--- src/dcoc_pkg.sv ---
// Package of constants and types for the dithered clock output control.
package dcoc_pkg;
    // Register map, byte addresses on the Avalon-MM slave.
    localparam logic [3:0] CTRL_OFS = 4'h0;
    localparam logic [3:0] STAT_OFS = 4'h4;
    localparam logic [31:0] CTRL_RST = 32'h0000_0006;
    localparam logic [31:0] CTRL_MASK = 32'h0000_003F;
    localparam int CTRL_EXP_LSB = 0;
    localparam int CTRL_EXP_W = 4;
    localparam int CTRL_DEPTH_BIT = 4;
    localparam int CTRL_IDLE_BIT = 5;
    localparam logic [3:0] EXP_MAX = 4'h8;

    // Timing, clock at 100 MHz.
    localparam int CLK_PERIOD_NS = 10;
    localparam int SETTLE_CYC = 512;
    localparam logic [8:0] SETTLE_LAST = 9'(SETTLE_CYC - 1);
    localparam int T_STAB_US = 500;
    localparam int STAB_CYC = T_STAB_US * 1000 / CLK_PERIOD_NS;
    localparam int T_PDN_MS = 1;
    localparam int PDN_CYC = T_PDN_MS * 1000000 / CLK_PERIOD_NS;

    // Dither: triangle of 16 steps up and 16 down over 4096 cycles.
    localparam int DITHER_PERIOD = 4096;
    localparam logic [4:0] TRI_TOP = 5'h10;
    localparam int TRI_STEP_CYC = DITHER_PERIOD / (2 * 16);
    localparam logic [6:0] STEP_LAST = 7'(TRI_STEP_CYC - 1);
    localparam logic [10:0] ACC_MOD = 11'h320;

    typedef enum logic [2:0] {
        ST_PWRDN = 3'b001,
        ST_SETTLE = 3'b010,
        ST_RUN = 3'b100
    } dcoc_state_t;
endpackage

--- src/dcoc_sync.sv ---
// Two-stage synchroniser for a group of asynchronous level pins.
`timescale 1ns/100ps
module dcoc_sync #(
    parameter int WIDTH = 3
) (
    input wire logic clk,
    input wire logic resetn,
    input wire logic [WIDTH-1:0] async_i,
    output logic [WIDTH-1:0] sync_o
);
    logic [WIDTH-1:0] meta_q;
    logic [WIDTH-1:0] meta_d;
    logic [WIDTH-1:0] sync_q;
    logic [WIDTH-1:0] sync_d;

    always_comb begin
        meta_d = async_i;
        sync_d = meta_q;
    end

    always_ff @(posedge clk) begin
        if (!resetn) begin
            meta_q <= '0;
            sync_q <= '0;
        end else begin
            meta_q <= meta_d;
            sync_q <= sync_d;
        end
    end

    assign sync_o = sync_q;
endmodule // dcoc_sync

--- src/dcoc_top.sv ---
// Output gating, settling, power-down and dither for the clock generator.
//
// The Avalon-MM interface to the registers and the address map were chosen for this implementation.
`timescale 1ns/100ps
module dcoc_top
    import dcoc_pkg::*;
#(
    parameter int STAB_MAX = STAB_CYC,
    parameter int PDN_MAX = PDN_CYC
) (
    input wire logic clk,
    input wire logic resetn,
    input wire logic [3:0] avs_address,
    input wire logic avs_read,
    input wire logic avs_write,
    input wire logic [31:0] avs_writedata,
    output logic [31:0] avs_readdata,
    output logic avs_waitrequest,
    input wire logic dither_enable_pin,
    input wire logic output_enable_pin,
    input wire logic power_down_pin,
    output logic clk_out_o,
    output logic clk_out_oe,
    output logic osc_running_o
);
    localparam int CLOSE_WAIT = 300;

    logic [2:0] pins_s;
    logic dith_s;
    logic oe_s;
    logic pd_s;

    dcoc_sync #(.WIDTH(3)) u_sync (
        .clk(clk),
        .resetn(resetn),
        .async_i({dither_enable_pin, output_enable_pin, power_down_pin}),
        .sync_o(pins_s)
    );
    assign dith_s = pins_s[2];
    assign oe_s = pins_s[1];
    assign pd_s = pins_s[0];

    // Register slave. Every access waits exactly one cycle.
    logic [31:0] ctrl_q;
    logic [31:0] ctrl_d;
    logic [31:0] rdata_q;
    logic [31:0] rdata_d;
    logic ack_q;
    logic ack_d;
    logic [31:0] status;
    dcoc_state_t state_q;
    dcoc_state_t state_d;
    logic gate_q;
    logic gate_d;
    logic dith_act;
    logic osc_running;

    assign status = {26'h000_0000, osc_running, dith_act, gate_q, state_q};
    assign avs_waitrequest = (avs_read | avs_write) & ~ack_q;

    always_comb begin
        ack_d = (avs_read | avs_write) & ~ack_q;
        ctrl_d = ctrl_q;
        rdata_d = rdata_q;
        if (ack_q && avs_write && avs_address == CTRL_OFS) begin
            ctrl_d = avs_writedata & CTRL_MASK;
        end
        if (avs_read && !ack_q) begin
            if (avs_address == CTRL_OFS) begin
                rdata_d = ctrl_q;
            end else if (avs_address == STAT_OFS) begin
                rdata_d = status;
            end else begin
                rdata_d = 32'h0000_0000;
            end
        end
    end

    always_ff @(posedge clk) begin
        if (!resetn) begin
            ctrl_q <= CTRL_RST;
            rdata_q <= 32'h0000_0000;
            ack_q <= 1'b0;
        end else begin
            ctrl_q <= ctrl_d;
            rdata_q <= rdata_d;
            ack_q <= ack_d;
        end
    end
    assign avs_readdata = rdata_q;

    logic [3:0] exp_raw;
    logic [3:0] exp_eff;
    logic [8:0] half_m1;
    assign exp_raw = ctrl_q[CTRL_EXP_LSB +: CTRL_EXP_W];
    assign exp_eff = (exp_raw > EXP_MAX) ? EXP_MAX : exp_raw;
    assign half_m1 = 9'((9'h001 << exp_eff) - 9'h001);

    // Oscillator state: stopped, settling, running.
    logic [8:0] settle_q;
    logic [8:0] settle_d;

    always_comb begin
        state_d = state_q;
        settle_d = settle_q;
        case (state_q)
            ST_PWRDN: begin
                if (pd_s) begin
                    state_d = ST_SETTLE;
                    settle_d = 9'h000;
                end
            end
            ST_SETTLE: begin
                if (!pd_s) begin
                    state_d = ST_PWRDN;
                end else if (settle_q == SETTLE_LAST) begin
                    state_d = ST_RUN;
                end else begin
                    settle_d = 9'(settle_q + 9'h001);
                end
            end
            ST_RUN: begin
                if (!pd_s) begin
                    state_d = ST_PWRDN;
                end
            end
            default: begin
                state_d = ST_PWRDN;
            end
        endcase
    end

    always_ff @(posedge clk) begin
        if (!resetn) begin
            state_q <= ST_PWRDN;
            settle_q <= 9'h000;
        end else begin
            state_q <= state_d;
            settle_q <= settle_d;
        end
    end

    // Dither. A triangle steers a fractional accumulator; each overflow
    // stalls the divider for one cycle, so periods only ever stretch.
    logic [4:0] tri_q;
    logic [4:0] tri_d;
    logic up_q;
    logic up_d;
    logic [6:0] step_q;
    logic [6:0] step_d;
    logic [9:0] acc_q;
    logic [9:0] acc_d;
    logic [9:0] inc;
    logic [10:0] sum;
    logic stall;

    assign dith_act = (state_q == ST_RUN) & dith_s;
    assign inc = ctrl_q[CTRL_DEPTH_BIT] ? {5'h00, tri_q} : {4'h0, tri_q, 1'b0};
    assign sum = {1'b0, acc_q} + {1'b0, inc};

    always_comb begin
        tri_d = tri_q;
        up_d = up_q;
        step_d = step_q;
        acc_d = acc_q;
        stall = 1'b0;
        if (!dith_act) begin
            tri_d = 5'h00;
            up_d = 1'b1;
            step_d = 7'h00;
            acc_d = 10'h000;
        end else begin
            step_d = 7'(step_q + 7'h01);
            if (step_q == STEP_LAST) begin
                if (up_q) begin
                    up_d = (tri_q != 5'(TRI_TOP - 5'h01));
                    tri_d = 5'(tri_q + 5'h01);
                end else begin
                    up_d = (tri_q == 5'h01);
                    tri_d = 5'(tri_q - 5'h01);
                end
            end
            if (sum >= ACC_MOD) begin
                stall = 1'b1;
                acc_d = 10'(sum - ACC_MOD);
            end else begin
                acc_d = sum[9:0];
            end
        end
    end

    always_ff @(posedge clk) begin
        if (!resetn) begin
            tri_q <= 5'h00;
            up_q <= 1'b1;
            step_q <= 7'h00;
            acc_q <= 10'h000;
        end else begin
            tri_q <= tri_d;
            up_q <= up_d;
            step_q <= step_d;
            acc_q <= acc_d;
        end
    end

    // Output gate and divider. The gate opens with the divider cleared, so
    // the first edge comes a fixed count after the open unless a dither stall delays it, and closes
    // only in a low phase, so no runt pulse reaches the pin.
    logic want;
    logic out_q;
    logic out_d;
    logic [8:0] div_q;
    logic [8:0] div_d;
    logic oe_q;
    logic oe_d;

    assign want = (state_q == ST_RUN) & oe_s;
    assign osc_running = (state_q != ST_PWRDN) | gate_q;

    always_comb begin
        gate_d = gate_q;
        out_d = out_q;
        div_d = div_q;
        if (!gate_q) begin
            out_d = 1'b0;
            div_d = 9'h000;
            gate_d = want;
        end else if (!want && !out_q) begin
            gate_d = 1'b0;
            div_d = 9'h000;
        end else if (!stall) begin
            if (div_q >= half_m1) begin
                div_d = 9'h000;
                out_d = ~out_q;
            end else begin
                div_d = 9'(div_q + 9'h001);
            end
        end
        oe_d = gate_d | ctrl_d[CTRL_IDLE_BIT];
    end

    always_ff @(posedge clk) begin
        if (!resetn) begin
            gate_q <= 1'b0;
            out_q <= 1'b0;
            div_q <= 9'h000;
            oe_q <= 1'b0;
        end else begin
            gate_q <= gate_d;
            out_q <= out_d;
            div_q <= div_d;
            oe_q <= oe_d;
        end
    end

    assign clk_out_o = out_q;
    assign clk_out_oe = oe_q;
    assign osc_running_o = osc_running;

    // Helper counter for the power-down close time.
    logic [16:0] close_cnt;
    always_ff @(posedge clk) begin
        if (!resetn || state_q != ST_PWRDN || !gate_q) begin
            close_cnt <= 17'h0_0000;
        end else begin
            close_cnt <= 17'(close_cnt + 17'h0_0001);
        end
    end
endmodule // dcoc_top

--- config.mk ---
export PLATFORM = sky130hd
export DESIGN_NAME = dcoc_top
export DESIGN_NICKNAME = d
export VERILOG_FILES = /design/src/dcoc_pkg.sv /design/src/dcoc_sync.sv /design/src/dcoc_top.sv
export SDC_FILE = /design/constraint.sdc
export NUM_CORES = 1
export LEC_CHECK = 0
export BUFFER_PORTS_ARGS = -buffer_cell sky130_fd_sc_hd__buf_2
export CAP_MARGIN = 20
export CORE_MARGIN = 5
export CORE_UTILIZATION = 60
export CTS_CLUSTER_SIZE = 14
export DETAILED_ROUTE_END_ITERATION = 10
export GPL_TIMING_DRIVEN = 1
export PLACE_DENSITY = 0.93
export SLEW_MARGIN = 10
export SYNTH_ARGS = -nofsm -noshare
export SYNTH_HDL_FRONTEND = slang
export SYNTH_SLANG_ARGS = --single-unit
--- constraint.sdc ---
create_clock -name clk -period 6.6 [get_ports clk]
set_input_delay 0.66 -clock clk [delete_from_list [all_inputs] [get_ports clk]]
set_output_delay 0.66 -clock clk [all_outputs]
set_load 0.01 [all_outputs]
== Yosys cells after proc, flatten, opt, wreduce, memory -nomap -nowiden ==
Index checks and enable logic that the tools add are counted.
Word-level totals
  register bits after elaboration: 92
  input port bits: 43
  output and inout bits: 36
  logic and storage cells: 91
Operators by class
  add/sub/neg operators: 8
  $lt $le $gt $ge: 3
  eq/ne operators: 14
  shift operators: 1
  mux-type cells: 22
  bitwise logic cells: 12
  reductions and logical operators: 15
Operators by type and width (count)
  $mux 9: 4
  $mux 6: 4
  $add 9x1->9 const B: 2
  $pmux 9 s2: 1
  $mux 3: 4
  $add 10x6->11: 1
  $ge 11x10->1 const B: 1
  $mux 10: 1
  $sub 10x10->10 const B: 1
  $eq 9x9->1 const B: 1
  $ge 9x9->1: 1
  $pmux 3 s3: 1
  $shl 1x4->9 const A: 1
  $sub 9x1->9 const B: 1
  $add 7x1->7 const B: 1
  $eq 7x7->1 const B: 1
  $not 1->1: 6
  $reduce_and 3->1: 2
  $add 5x1->5 const B: 1
  $eq 5x1->1 const B: 1
  $mux 1: 5
  $mux 5: 1
  $ne 5x4->1 const B: 1
  $sub 5x1->5 const B: 1
  other kinds (19): 31

== Logic depth before layout (Yosys ltp) ==
Gate-level depths: netlist (run 1).
  word-level depth: 7
  gate-level depth with buffers: 15
  gate-level depth less buffers: 14

== Hierarchy ==
Synthesis (run 1) repeated with hierarchy kept, for this count alone.
Unflattened totals
  cell total of the unflattened synthesis: 453
  area, all modules: 3983.8 um^2
By module, submodules not included
  dcoc_top: instances 1, cells an instance 441, area each 3826.2 um^2, sequential area each 1201.2 um^2
  dcoc_sync: instances 1, cells an instance 12, area each 157.7 um^2, sequential area each 120.1 um^2

== Worst setup path after synthesis (run 1) ==
No wires, ideal clock.
  path kind: register to register
  from: register ctrl_q[4]
  to: register div_q[8]
  setup time: 0.071 ns
  arrival time: 3.510 ns
  data required time: 6.529 ns
  path slack: 3.018 ns
  stages on the path, launching flop included: 14
  buffers on the path: 1
  clock period less this slack: 3.582 ns
  cells stage by stage: dfxtp_1 -> clkbuf_1 -> and2_1 -> ha_1 -> fa_1 -> a211oi_1 -> nor4_1 -> a2111oi_4 -> ha_1 -> o211ai_1 -> a311oi_4 -> nor3_2 -> or4_1 -> a21oi_1
Between the ends
  cells in the longest elaborated chain, start to end: 5
Ends and longest elaborated chain
  from (decl): line dcoc_top.sv:44  | logic [31:0] ctrl_q;
  from (signal assigned): line dcoc_top.sv:85  | ctrl_q <= ctrl_d;
  $mux 6: line dcoc_top.sv:158  | assign inc = ctrl_q[CTRL_DEPTH_BIT] ? {5'h00, tri_q} : {4'h0, tri_q, 1'b0};
  $add 10x6->11: line dcoc_top.sv:159  | assign sum = {1'b0, acc_q} + {1'b0, inc};
  $ge 11x10->1: line dcoc_top.sv:183  | if (sum >= ACC_MOD) begin
  $mux 1: line dcoc_top.sv:183
  $mux 1: line dcoc_top.sv:167  | if (!dith_act) begin
  to (signal assigned): line dcoc_top.sv:251  | div_q <= div_d;
  to (decl): line dcoc_top.sv:212  | logic [8:0] div_q;
No other way between the ends.
A chain may end at the register's enable or synchronous reset.

== Worst setup path in the final report (run 1) ==
Same ends and word-level chain as after synthesis.

==> results of run 1 <==
==> layer usage <==
metal	part of all wire, %	track usage, %
met2	49	34.38
met3	6.2	2.917
met4	2.7	10.42
met1	42	24.10
met5	0	0
==> state kept, by name (all words and copies together), names as in the netlist <==
signal and count:
div_q 9, up_q 1, avs_readdata 6, ack_q 1, gate_q 1, clk_out_oe 1, acc_q 10, u_sync.meta_q 3
step_q 7, tri_q 5, u_sync.sync_o 3, clk_out_o 1, ctrl_q 6, state_q 3, settle_q 9
==> metrics by stage <==
| stage | instances | power, W | hold slack, ps | worst slack, ps |
|---|---|---|---|---|
| finish | 554 | 0.0007796 | 442.0 | 2578 |
| global route | 554 | 0.0008046 | 456.4 | 2306 |
| CTS | 554 | 0.0007808 | 443.8 | 2613 |
| detailed placement | 538 | 0.0004409 | 423.0 | 2628 |
| global placement | 538 | 0.0004397 | 412.9 | 2778 |
| floorplan | 479 | 0.0004436 | 411.9 | 3018 |
==> worst max-delay path, stage by stage, from the launching register on <==
cell and delay (ps):
dfxtp_1 420, and2_1 190, ha_1 220, fa_1 440
a211oi_1 380, nor4_1 140, a2111oi_4 430, ha_1 270
o211ai_1 150, a311oi_4 420, nor3_2 210, or4_1 540
a21oi_1 150
==> worst max path at each step <==
stage | slack (ps) | from | endpoint | cells after the start
floorplan | 3020 | ctrl_q[4]$_SDFFE_PN0P_ | div_q[8]$_SDFFE_PP0N_ | 13
global placement | 2780 | ctrl_q[4]$_SDFFE_PN0P_ | div_q[8]$_SDFFE_PP0N_ | 12
detailed placement | 2630 | ctrl_q[4]$_SDFFE_PN0P_ | div_q[8]$_SDFFE_PP0N_ | 12
CTS | 2610 | ctrl_q[4]$_SDFFE_PN0P_ | div_q[8]$_SDFFE_PP0N_ | 12
global route | 2310 | ctrl_q[4]$_SDFFE_PN0P_ | div_q[2]$_SDFFE_PP0N_ | 12
finish | 2580 | ctrl_q[4]$_SDFFE_PN0P_ | div_q[8]$_SDFFE_PP0N_ | 12
==> layout by cell type, fill, tap and decap left out, types with 4 or more instances in the layout <==
| master | count |
|---|---|
| dfxtp_1 | 66 |
| ha_1 | 25 |
| and2_1 | 10 |
| clkbuf_8 | 9 |
| o31ai_1 | 4 |
| nand4_1 | 7 |
| a21oi_1 | 34 |
| or3_1 | 8 |
| nor2_1 | 51 |
| nand2b_1 | 8 |
| nor3_1 | 10 |
| conb_1 | 27 |
| inv_1 | 15 |
| nand3_1 | 16 |
| nor3b_1 | 8 |
| xor2_1 | 8 |
| and3_1 | 11 |
| xnor2_1 | 13 |
| buf_2 | 26 |
| nand2_1 | 27 |
| mux2i_1 | 15 |
| o21ai_0 | 14 |
| or4_1 | 5 |
==> kinds of logic (layout without fill, tap and decap cells) <==
logic type,Yosys count,in the layout,synth area share (%)
adder cells (fa/ha/maj),26,26,8.567
buffers and inverters,59,57,8.534
multiplexers,19,19,5.024
AO/OA/AOI/OAI,85,85,15.43
flip-flops,66,66,34.01
AND/OR/NAND/NOR,176,176,23.51
other,2,27,0.1933
XOR/XNOR,21,21,4.734
==> report_power, final <==
part	switching (W)	internal, W	total, W
Sequential	0.00000222	0.000401	0.000403
Clock	0.000170	0.000177	0.000347
Combinational	0.0000206	0.00000904	0.0000297
Total	0.000192	0.000587	0.000780
==> final cells by class <==
class	count	area, sq um	area share (%)
inverter	15	56.30	1.363
clock buffer	9	123.9	2.998
multi-input combinational	354	2326	56.30
clock inverter	7	77.57	1.878
sequential	66	1321	31.98
timing repair buffer	26	130.1	3.150
tap	77	96.34	2.332
==> run_results.csv, run 1 <==
group,metric,value,unit
layout,nets,541,
grt,grt_usage,20.07,%
grt,grt-ovfl-total,0,
placed_design,placed_area,3930,sq um
routing,vias_per_cell,5.890,
worst_setup_path,endpoint_kind,"flop",
die,die-area,8184,sq um
routing,first_pass_iters,5,
worst_setup_path,rrSetupSlack,2580,ps
worst_setup_path,cp.required,6890,ps
min_path,min-delay-start,"u_sync.meta_q[0]$_SDFF_PN0_",
placed_design,hpwl,5981,um
logic_synthesis,yosysSeqAreaShare,34.01,%
grt,antenna_found_initial,0,
layout,syn_to_final_growth,6.345,%
layout,final_util,65.44,%
die,initial_core_util,61.53,%
worst_setup_path,r2r_start,"ctrl_q[4]$_SDFFE_PN0P_",
sta,fmax,0.2487,GHz
logic_synthesis,syn_area_per_cell,8.557,sq um
sta,max_slew.worst_pin.slew,795.9,ps
worst_setup_path,rr_worst_depth,12,
worst_setup_path,cp_max_fo,15,
cts,postCtsHoldBufs,0,
sta,hold_viol,0,
layout,finalInstanceArea,4131,sq um
sta,finalCriticalPeriod,4022,ps
cts,htreeDepth,3,
logic_synthesis,synth-edff-count,0,
sta,min_period_over_period,60.93,%
power,cellLeakagePower,1.658,nW
die,fp.dieH,90.47,um
min_path,hold_end,"u_sync.sync_o[0]$_SDFF_PN0_",
die,core.rowCount,29,
layout,fillers,481,
worst_setup_path,crit_type,"flop to flop",
logic_synthesis,synth_async_sr_flop_share,0,%
routing,ant_nets,0,
logic_synthesis,ys_types,58,
grt,grt_pass1_vias,3156,
sta,maxSlewViolCount,0,
layout,layout-drive-gt1-share,11.32,%
sta,relSlewSlack,46.65,%
grt,grt_pass1_wl,13910,um
cts,cts.reportedPaths.clkPinSlew,80,ps
layout,insertedDiodeCount,0,
logic_synthesis,ys_seq_elements,66,
sta,fin_worst_skew,5.376,ps
flow_run,max-cap-violations,0,
routing,drtIter0Drc,122,
logic_synthesis,yosys-top-cells-count,"66 x dfxtp_1, 51 x nor2_1, 34 x a21oi_1",
sta,finalSetupViolations,0,
worst_setup_path,arrival,4320,ps
logic_synthesis,synthCells,454,
sta,tns,0,ps
logic_synthesis,yosysWarnings,0,
logic_synthesis,yosysTopAreaCell,"dfxtp_1",
die,die_x,90.47,um
worst_setup_path,r2r_end,"div_q[8]$_SDFFE_PP0N_",
cts,clock_sinks,66,
logic_synthesis,synth_flop_cell,"dfxtp_1",
cts,clockBufferDepth,2,
placed_design,place_congestion,0.8442,
routing,finalWirelength,8161,um
power,ir_drop,180.8,uV
min_path,holdCritPathClass,"flop to flop",
cts,cts_tree,"done",
cts,postCtsSetupBuffers,0,
placed_design,port_buffers,26,
die,design.portCount,79,
status,outcome,"completed",
cts,cts_buffers,9,
worst_setup_path,crit_path_start_kind,"flop",
logic_synthesis,netlist_area,3885,sq um
routing,num_vias,3263,
cts,cts-root-buf,"clkbuf_8",
logic_synthesis,synth_most_common_cell,"dfxtp_1",
min_path,min_path_cells,1,
power,power_density,188.7,nW/um^2
sta,grt_setup_unrepaired,"no",
grt,grt_max_degree,19,
logic_synthesis,synth_top_area_share,34.01,%
logic_synthesis,synth.area.top_cells,"dfxtp_1 34%, ha_1 8.1%, buf_4 5.2%, nor2_1 4.9%, a21oi_1 4.4%",
die,fp.coreArea,6314,sq um
cts,ctsResizeCount,0,
routing,route.detailed.drc,0,
routing,routedWlPerCell,14.73,um
cts,clk_latency,360,ps
Power figures use the tool's default switching activity.
==> inputs of run 2 (changes only) <==
CORE_UTILIZATION = 55   (was 60)
PLACE_DENSITY = 0.87   (was 0.93)
clock period = 3.9 ns   (was 6.6 ns; I/O delays follow)
==> run 2 against run 1 <==
Clock-buffer cell count grew 2. Total power grew 76%. Global-route usage shrank 1.5 points. Via count shrank 0.21%. Sequential power grew 69%. Largest power group unchanged. Die area grew 8.1%.
==> run_results.csv, run 2 (synthesized netlist as in run 1, its figures left out) <==
group,metric,value,unit
worst_setup_path,crit_type,"flop to flop",
layout,finalInstanceArea,4227,sq um
die,initial_core_util,56.87,%
die,fp.dieH,94.05,um
worst_setup_path,arrival,3950,ps
routing,first_pass_iters,5,
min_path,min_path_cells,2,
grt,antenna_found_initial,0,
worst_setup_path,rr_worst_depth,14,
worst_setup_path,cp.required,4170,ps
layout,nets,545,
grt,grt_pass1_vias,3104,
min_path,holdCritPathClass,"primary input to flop",
die,fp.coreArea,6832,sq um
layout,top_register,"acc_q",
die,core.rowCount,30,
worst_setup_path,crit_family,"compound AO/OA/AOI/OAI gates",
sta,finalSetupViolations,0,
power,ir_drop,247.6,uV
routing,drtIter0Drc,176,
grt,grt_usage,18.61,%
routing,routedWlPerCell,13.76,um
cts,cts_tree,"done",
placed_design,dp_slack,86.06,ps
layout,layout_commonest_cell,"dfxtp_1",
worst_setup_path,crit_path_start_kind,"flop",
routing,vias_per_cell,5.643,
cts,postCtsHoldBufs,0,
power,power_density,325.1,nW/um^2
layout,final_util,61.87,%
placed_design,port_buffers,26,
sta,relSlewSlack,54.40,%
cts,clockBufferDepth,2,
routing,ant_nets,0,
status,outcome,"completed",
worst_setup_path,cpMaxStageDelayCell,"fa_1",
worst_setup_path,cp.depth,14,
placed_design,placed_area,3976,sq um
routing,num_vias,3256,
worst_setup_path,cp_max_fo,6,
worst_setup_path,cp_num_buf_inv,2,
grt,grt_max_degree,19,
routing,finalWirelength,7937,um
placed_design,place_congestion,0.9167,
placed_design,hpwl,5657,um
die,die-area,8844,sq um
sta,hold_viol,0,
cts,clk_latency,350,ps
cts,htreeDepth,3,
cts,cts_buffers,9,
layout,largest_reg_flops,10,
sta,fmax,0.2717,GHz
layout,reg_top3,"acc_q (10), div_q (9), settle_q (9)",
flow_run,max-cap-violations,0,
cts,cts-root-buf,"clkbuf_8",
sta,finalCriticalPeriod,3681,ps
layout,insertedDiodeCount,0,
power,cellLeakagePower,1.707,nW
sta,layout_setup_ws,218.8,ps
sta,max_slew.worst_pin.slew,680.3,ps
worst_setup_path,max_stage_delay,420,ps
routing,route.detailed.drc,0,
sta,maxSlewViolCount,0,
sta,grt_setup_unrepaired,"no",
sta,tns,0,ps
sta,min_period_over_period,94.39,%
die,design.portCount,79,
layout,final_cell_mix,"65 x dfxtp_1, 51 x nor2_1, 34 x a21oi_1",
layout,layout-drive-gt1-share,12.47,%
layout,fillers,542,
sta,fin_worst_skew,7.893,ps
grt,grt_pass1_wl,13340,um
die,die_x,94.05,um
grt,grt-ovfl-total,0,
worst_setup_path,endpoint_kind,"flop",
layout,syn_to_final_growth,8.792,%
worst_setup_path,crit_chain,"and2_1 > ha_1 > fa_1 > buf_4 > a211o_1 > a2111oi_4 > a2111oi_4 > ha_1 > o211ai_1 > a311oi_4 > buf_4 > or2_1 > or3_1 > a21oi_1",
cts,clock_sinks,66,
cts,cts.reportedPaths.clkPinSlew,70,ps
[run 2: stage by stage]
step	cells	total power, W	hold slack, ps
3_3_place_gp	560	0.0007443	412.3
4_1_cts	576	0.001378	249.8
2_1_floorplan	479	0.0007506	411.9
6_report	577	0.001374	259.7
3_5_place_dp	560	0.0007451	421.3
5_1_grt	577	0.001419	261.7
[run 2: worst register-to-register path, stage by stage, from the launching register on]
cell       delay [ps]
dfxtp_1           360
and2_1            180
ha_1              210
fa_1              420
buf_4             160
a211o_1           360
a2111oi_4         370
a2111oi_4         120
ha_1              270
o211ai_1          140
a311oi_4           90
buf_4             190
or2_1             260
or3_1             330
a21oi_1           150
[run 2: final cells by class]
type	count	area (sq um)	share of cell area, %
Tap cell	96	120.1	2.842
Clock buffer	11	141.4	3.345
Multi-Input combinational cell	354	2349	55.57
Clock inverter	5	77.57	1.835
Timing Repair Buffer	30	160.2	3.789
Sequential cell	66	1323	31.29
Inverter	15	56.30	1.332
[run 2: what timing repair did]
| action | 4_1_cts | 5_1_grt |
|---|---|---|
| gates resized for setup | 0 | 6 |
| setup buffers | 0 | 1 |
| setup endpoints to repair | 0 | 11 |
[run 2: per-layer routing]
metal	GRT usage [%]	vias to the layer above	wire length, um
met4	7.341	0	129
met5	0	-	0
met2	31.76	107	3874
met3	4.888	10	563
met1	22.15	1532	3370
li1	-	1607	-
[run 2: report_power, final]
group          leakage (nW)  switching, W  internal [W]  total [W]
Sequential            0.534    0.00000364      0.000679   0.000682
Clock                 0.109      0.000268      0.000375   0.000643
Combinational          1.06     0.0000336     0.0000153  0.0000489
[run 2: path summary, 6_finish.rpt]
kind	from	to	slack [ps]
setup / recovery	tri_q[0]$_SDFFE_PN0N_	acc_q[7]$_SDFF_PN0_	220
hold reg to reg	u_sync.meta_q[1]$_SDFF_PN0_	u_sync.sync_o[1]$_SDFF_PN0_	430
setup reg to reg	tri_q[0]$_SDFFE_PN0N_	acc_q[7]$_SDFF_PN0_	220
hold / removal	power_down_pin	u_sync.meta_q[0]$_SDFF_PN0_	260
==> inputs of run 3 (changes only) <==
--- a/config.mk
+++ b/config.mk
@@ -14,4 +14,5 @@
 export GPL_TIMING_DRIVEN = 1
 export PLACE_DENSITY = 0.87
+export SETUP_SLACK_MARGIN = 0.1
 export SLEW_MARGIN = 10
 export SYNTH_ARGS = -nofsm -noshare
==> constraint.sdc (replaced) <==
create_clock -name clk -period 3.9 [get_ports clk]
set_input_delay 0 -clock clk [delete_from_list [all_inputs] [get_ports clk]]
set_output_delay 0 -clock clk [all_outputs]
set_load 0.02 [all_outputs]
==> run 3 against run 2 <==
Utilization rose by 1.6 points. Clock-buffer cell count fell by 2. Critical path type unchanged. First-iteration DRC count fell by 14%. Critical path depth fell by 2. Register-to-register slack improved by 120 ps.
==> run_results.csv, run 3 (synthesized netlist as in run 1, its figures left out) <==
group,metric,value,unit
sta,min_period_over_period,91.40,%
grt,grt-ovfl-total,0,
cts,cts-root-buf,"clkbuf_8",
placed_design,place_congestion,0.8350,
layout,insertedDiodeCount,0,
sta,finalCriticalPeriod,3564,ps
layout,nets,557,
routing,drtIter0Drc,152,
routing,routedWlPerCell,14.18,um
power,ir_drop,303.4,uV
cts,htreeDepth,3,
sta,max_slew.worst_pin.slew,640.8,ps
power,power,0.001335,W
sta,relSlewSlack,56.60,%
layout,final_cell_mix,"65 x dfxtp_1, 51 x nor2_1, 33 x a21oi_1",
sta,fmax,0.2805,GHz
cts,cts.reportedPaths.clkPinSlew,80,ps
cts,clockBufferDepth,2,
layout,largest_reg_flops,10,
sta,finalSetupViolations,0,
placed_design,port_buffers,26,
grt,grt_pass1_vias,3155,
sta,fin_worst_skew,15.05,ps
sta,grt_setup_unrepaired,"no",
cts,cts_tree,"done",
grt,grt_pass1_wl,14080,um
worst_setup_path,cp.required,4170,ps
die,initial_core_util,56.87,%
die,die_x,94.05,um
worst_setup_path,cp_max_fo,15,
worst_setup_path,crit_path_start_kind,"flop",
cts,clock_sinks,66,
placed_design,hpwl,5688,um
power,power_density,307.8,nW/um^2
sta,tns,0,ps
sta,maxSlewViolCount,0,
die,fp.coreArea,6832,sq um
worst_setup_path,endpoint_kind,"flop",
routing,route.detailed.drc,0,
routing,num_vias,3324,
grt,grt_max_degree,19,
routing,first_pass_iters,4,
layout,seq_area,1323,sq um
routing,finalWirelength,8353,um
cts,clk_latency,340,ps
layout,fillers,523,
placed_design,placed_cells,559,
die,design.portCount,79,
die,die-area,8844,sq um
routing,vias_per_cell,5.643,
power,cellLeakagePower,1.734,nW
status,outcome,"completed",
die,fp.dieH,94.05,um
routing,ant_nets,0,
layout,syn_to_final_growth,11.63,%
layout,layout_commonest_cell,"dfxtp_1",
grt,antenna_found_initial,0,
sta,hold_viol,0,
worst_setup_path,arrival,3840,ps
worst_setup_path,crit_type,"flop to flop",
die,core.rowCount,30,
min_path,holdCritPathClass,"primary input to flop",
layout,multi_input_area,2355,sq um
cts,cts_buffers,9,
flow_run,max-cap-violations,0,
grt,grt_usage,19.56,%
layout,top_register,"acc_q",
layout,fin_cells,589,
layout,reg_top3,"acc_q (10), div_q (9), settle_q (9)",
layout,layout-drive-gt1-share,12.58,%
[run 3: area by class of cell]
class | count | area share, %
well taps | 96 | 2.770
clock buffers | 9 | 2.856
clock inverters | 7 | 1.760
repair buffers | 42 | 6.520
multi-input cells | 354 | 54.30
flip-flops and latches | 66 | 30.50
inverters | 15 | 1.298
[run 3: worst max-delay path, cell delays in order (launching register included)]
cell,delay (ps)
dfxtp_2,430
mux2_2,370
ha_2,390
nand3_1,150
o221a_2,300
xnor2_1,180
inv_1,150
ha_1,210
o211ai_1,150
a311oi_4,350
nor3_4,140
or4_1,530
a21oi_1,140
[run 3: final timing paths]
check | start | endpoint | slack, ps | cells after the start
setup / recovery | ctrl_q[4]$_SDFFE_PN0P_ | div_q[8]$_SDFFE_PP0N_ | 340 | 12
hold / removal | resetn | u_sync.sync_o[0]$_SDFF_PN0_ | 80 | 2
setup reg to reg | ctrl_q[4]$_SDFFE_PN0P_ | div_q[8]$_SDFFE_PP0N_ | 340 | 12
hold reg to reg | u_sync.meta_q[1]$_SDFF_PN0_ | u_sync.sync_o[1]$_SDFF_PN0_ | 440 | 1
[run 3: metrics by stage]
step | setup slack, ps | utilization (%) | area, sq um | hold slack (ps)
finish | 335.5 | 63.48 | 4337 | 77.59
global route | 88.83 | 63.48 | 4337 | 75.94
global placement | 240.1 | 58.10 | 3969 | 210.8
detailed placement | 76.37 | 58.10 | 3969 | 214.7
floorplan | 318.3 | - | 3979 | 127.3
CTS | 128.7 | 62.95 | 4300 | 60.17
[run 3: power by group]
part / switching [W] / total, W / internal, W
Sequential: 0.00000375 / 0.000682 / 0.000678
Clock: 0.000281 / 0.000580 / 0.000299
Combinational: 0.0000498 / 0.0000723 / 0.0000226
Total: 0.000335 / 0.00133 / 0.00100
[run 3: metal layers]
layer	track usage, %	wire, um
met4	6.619	137
met1	23.79	3600
met3	4.888	481
met5	0	0
met2	33.47	4133
[run 3: timing repair]
action,CTS,global route
endpoints found under the setup margin,4,12
gates resized for setup,1,7
hold endpoints to repair,10,0
setup buffers,0,1
hold buffers,13,0
pin swaps,0,1
cloned,0,0
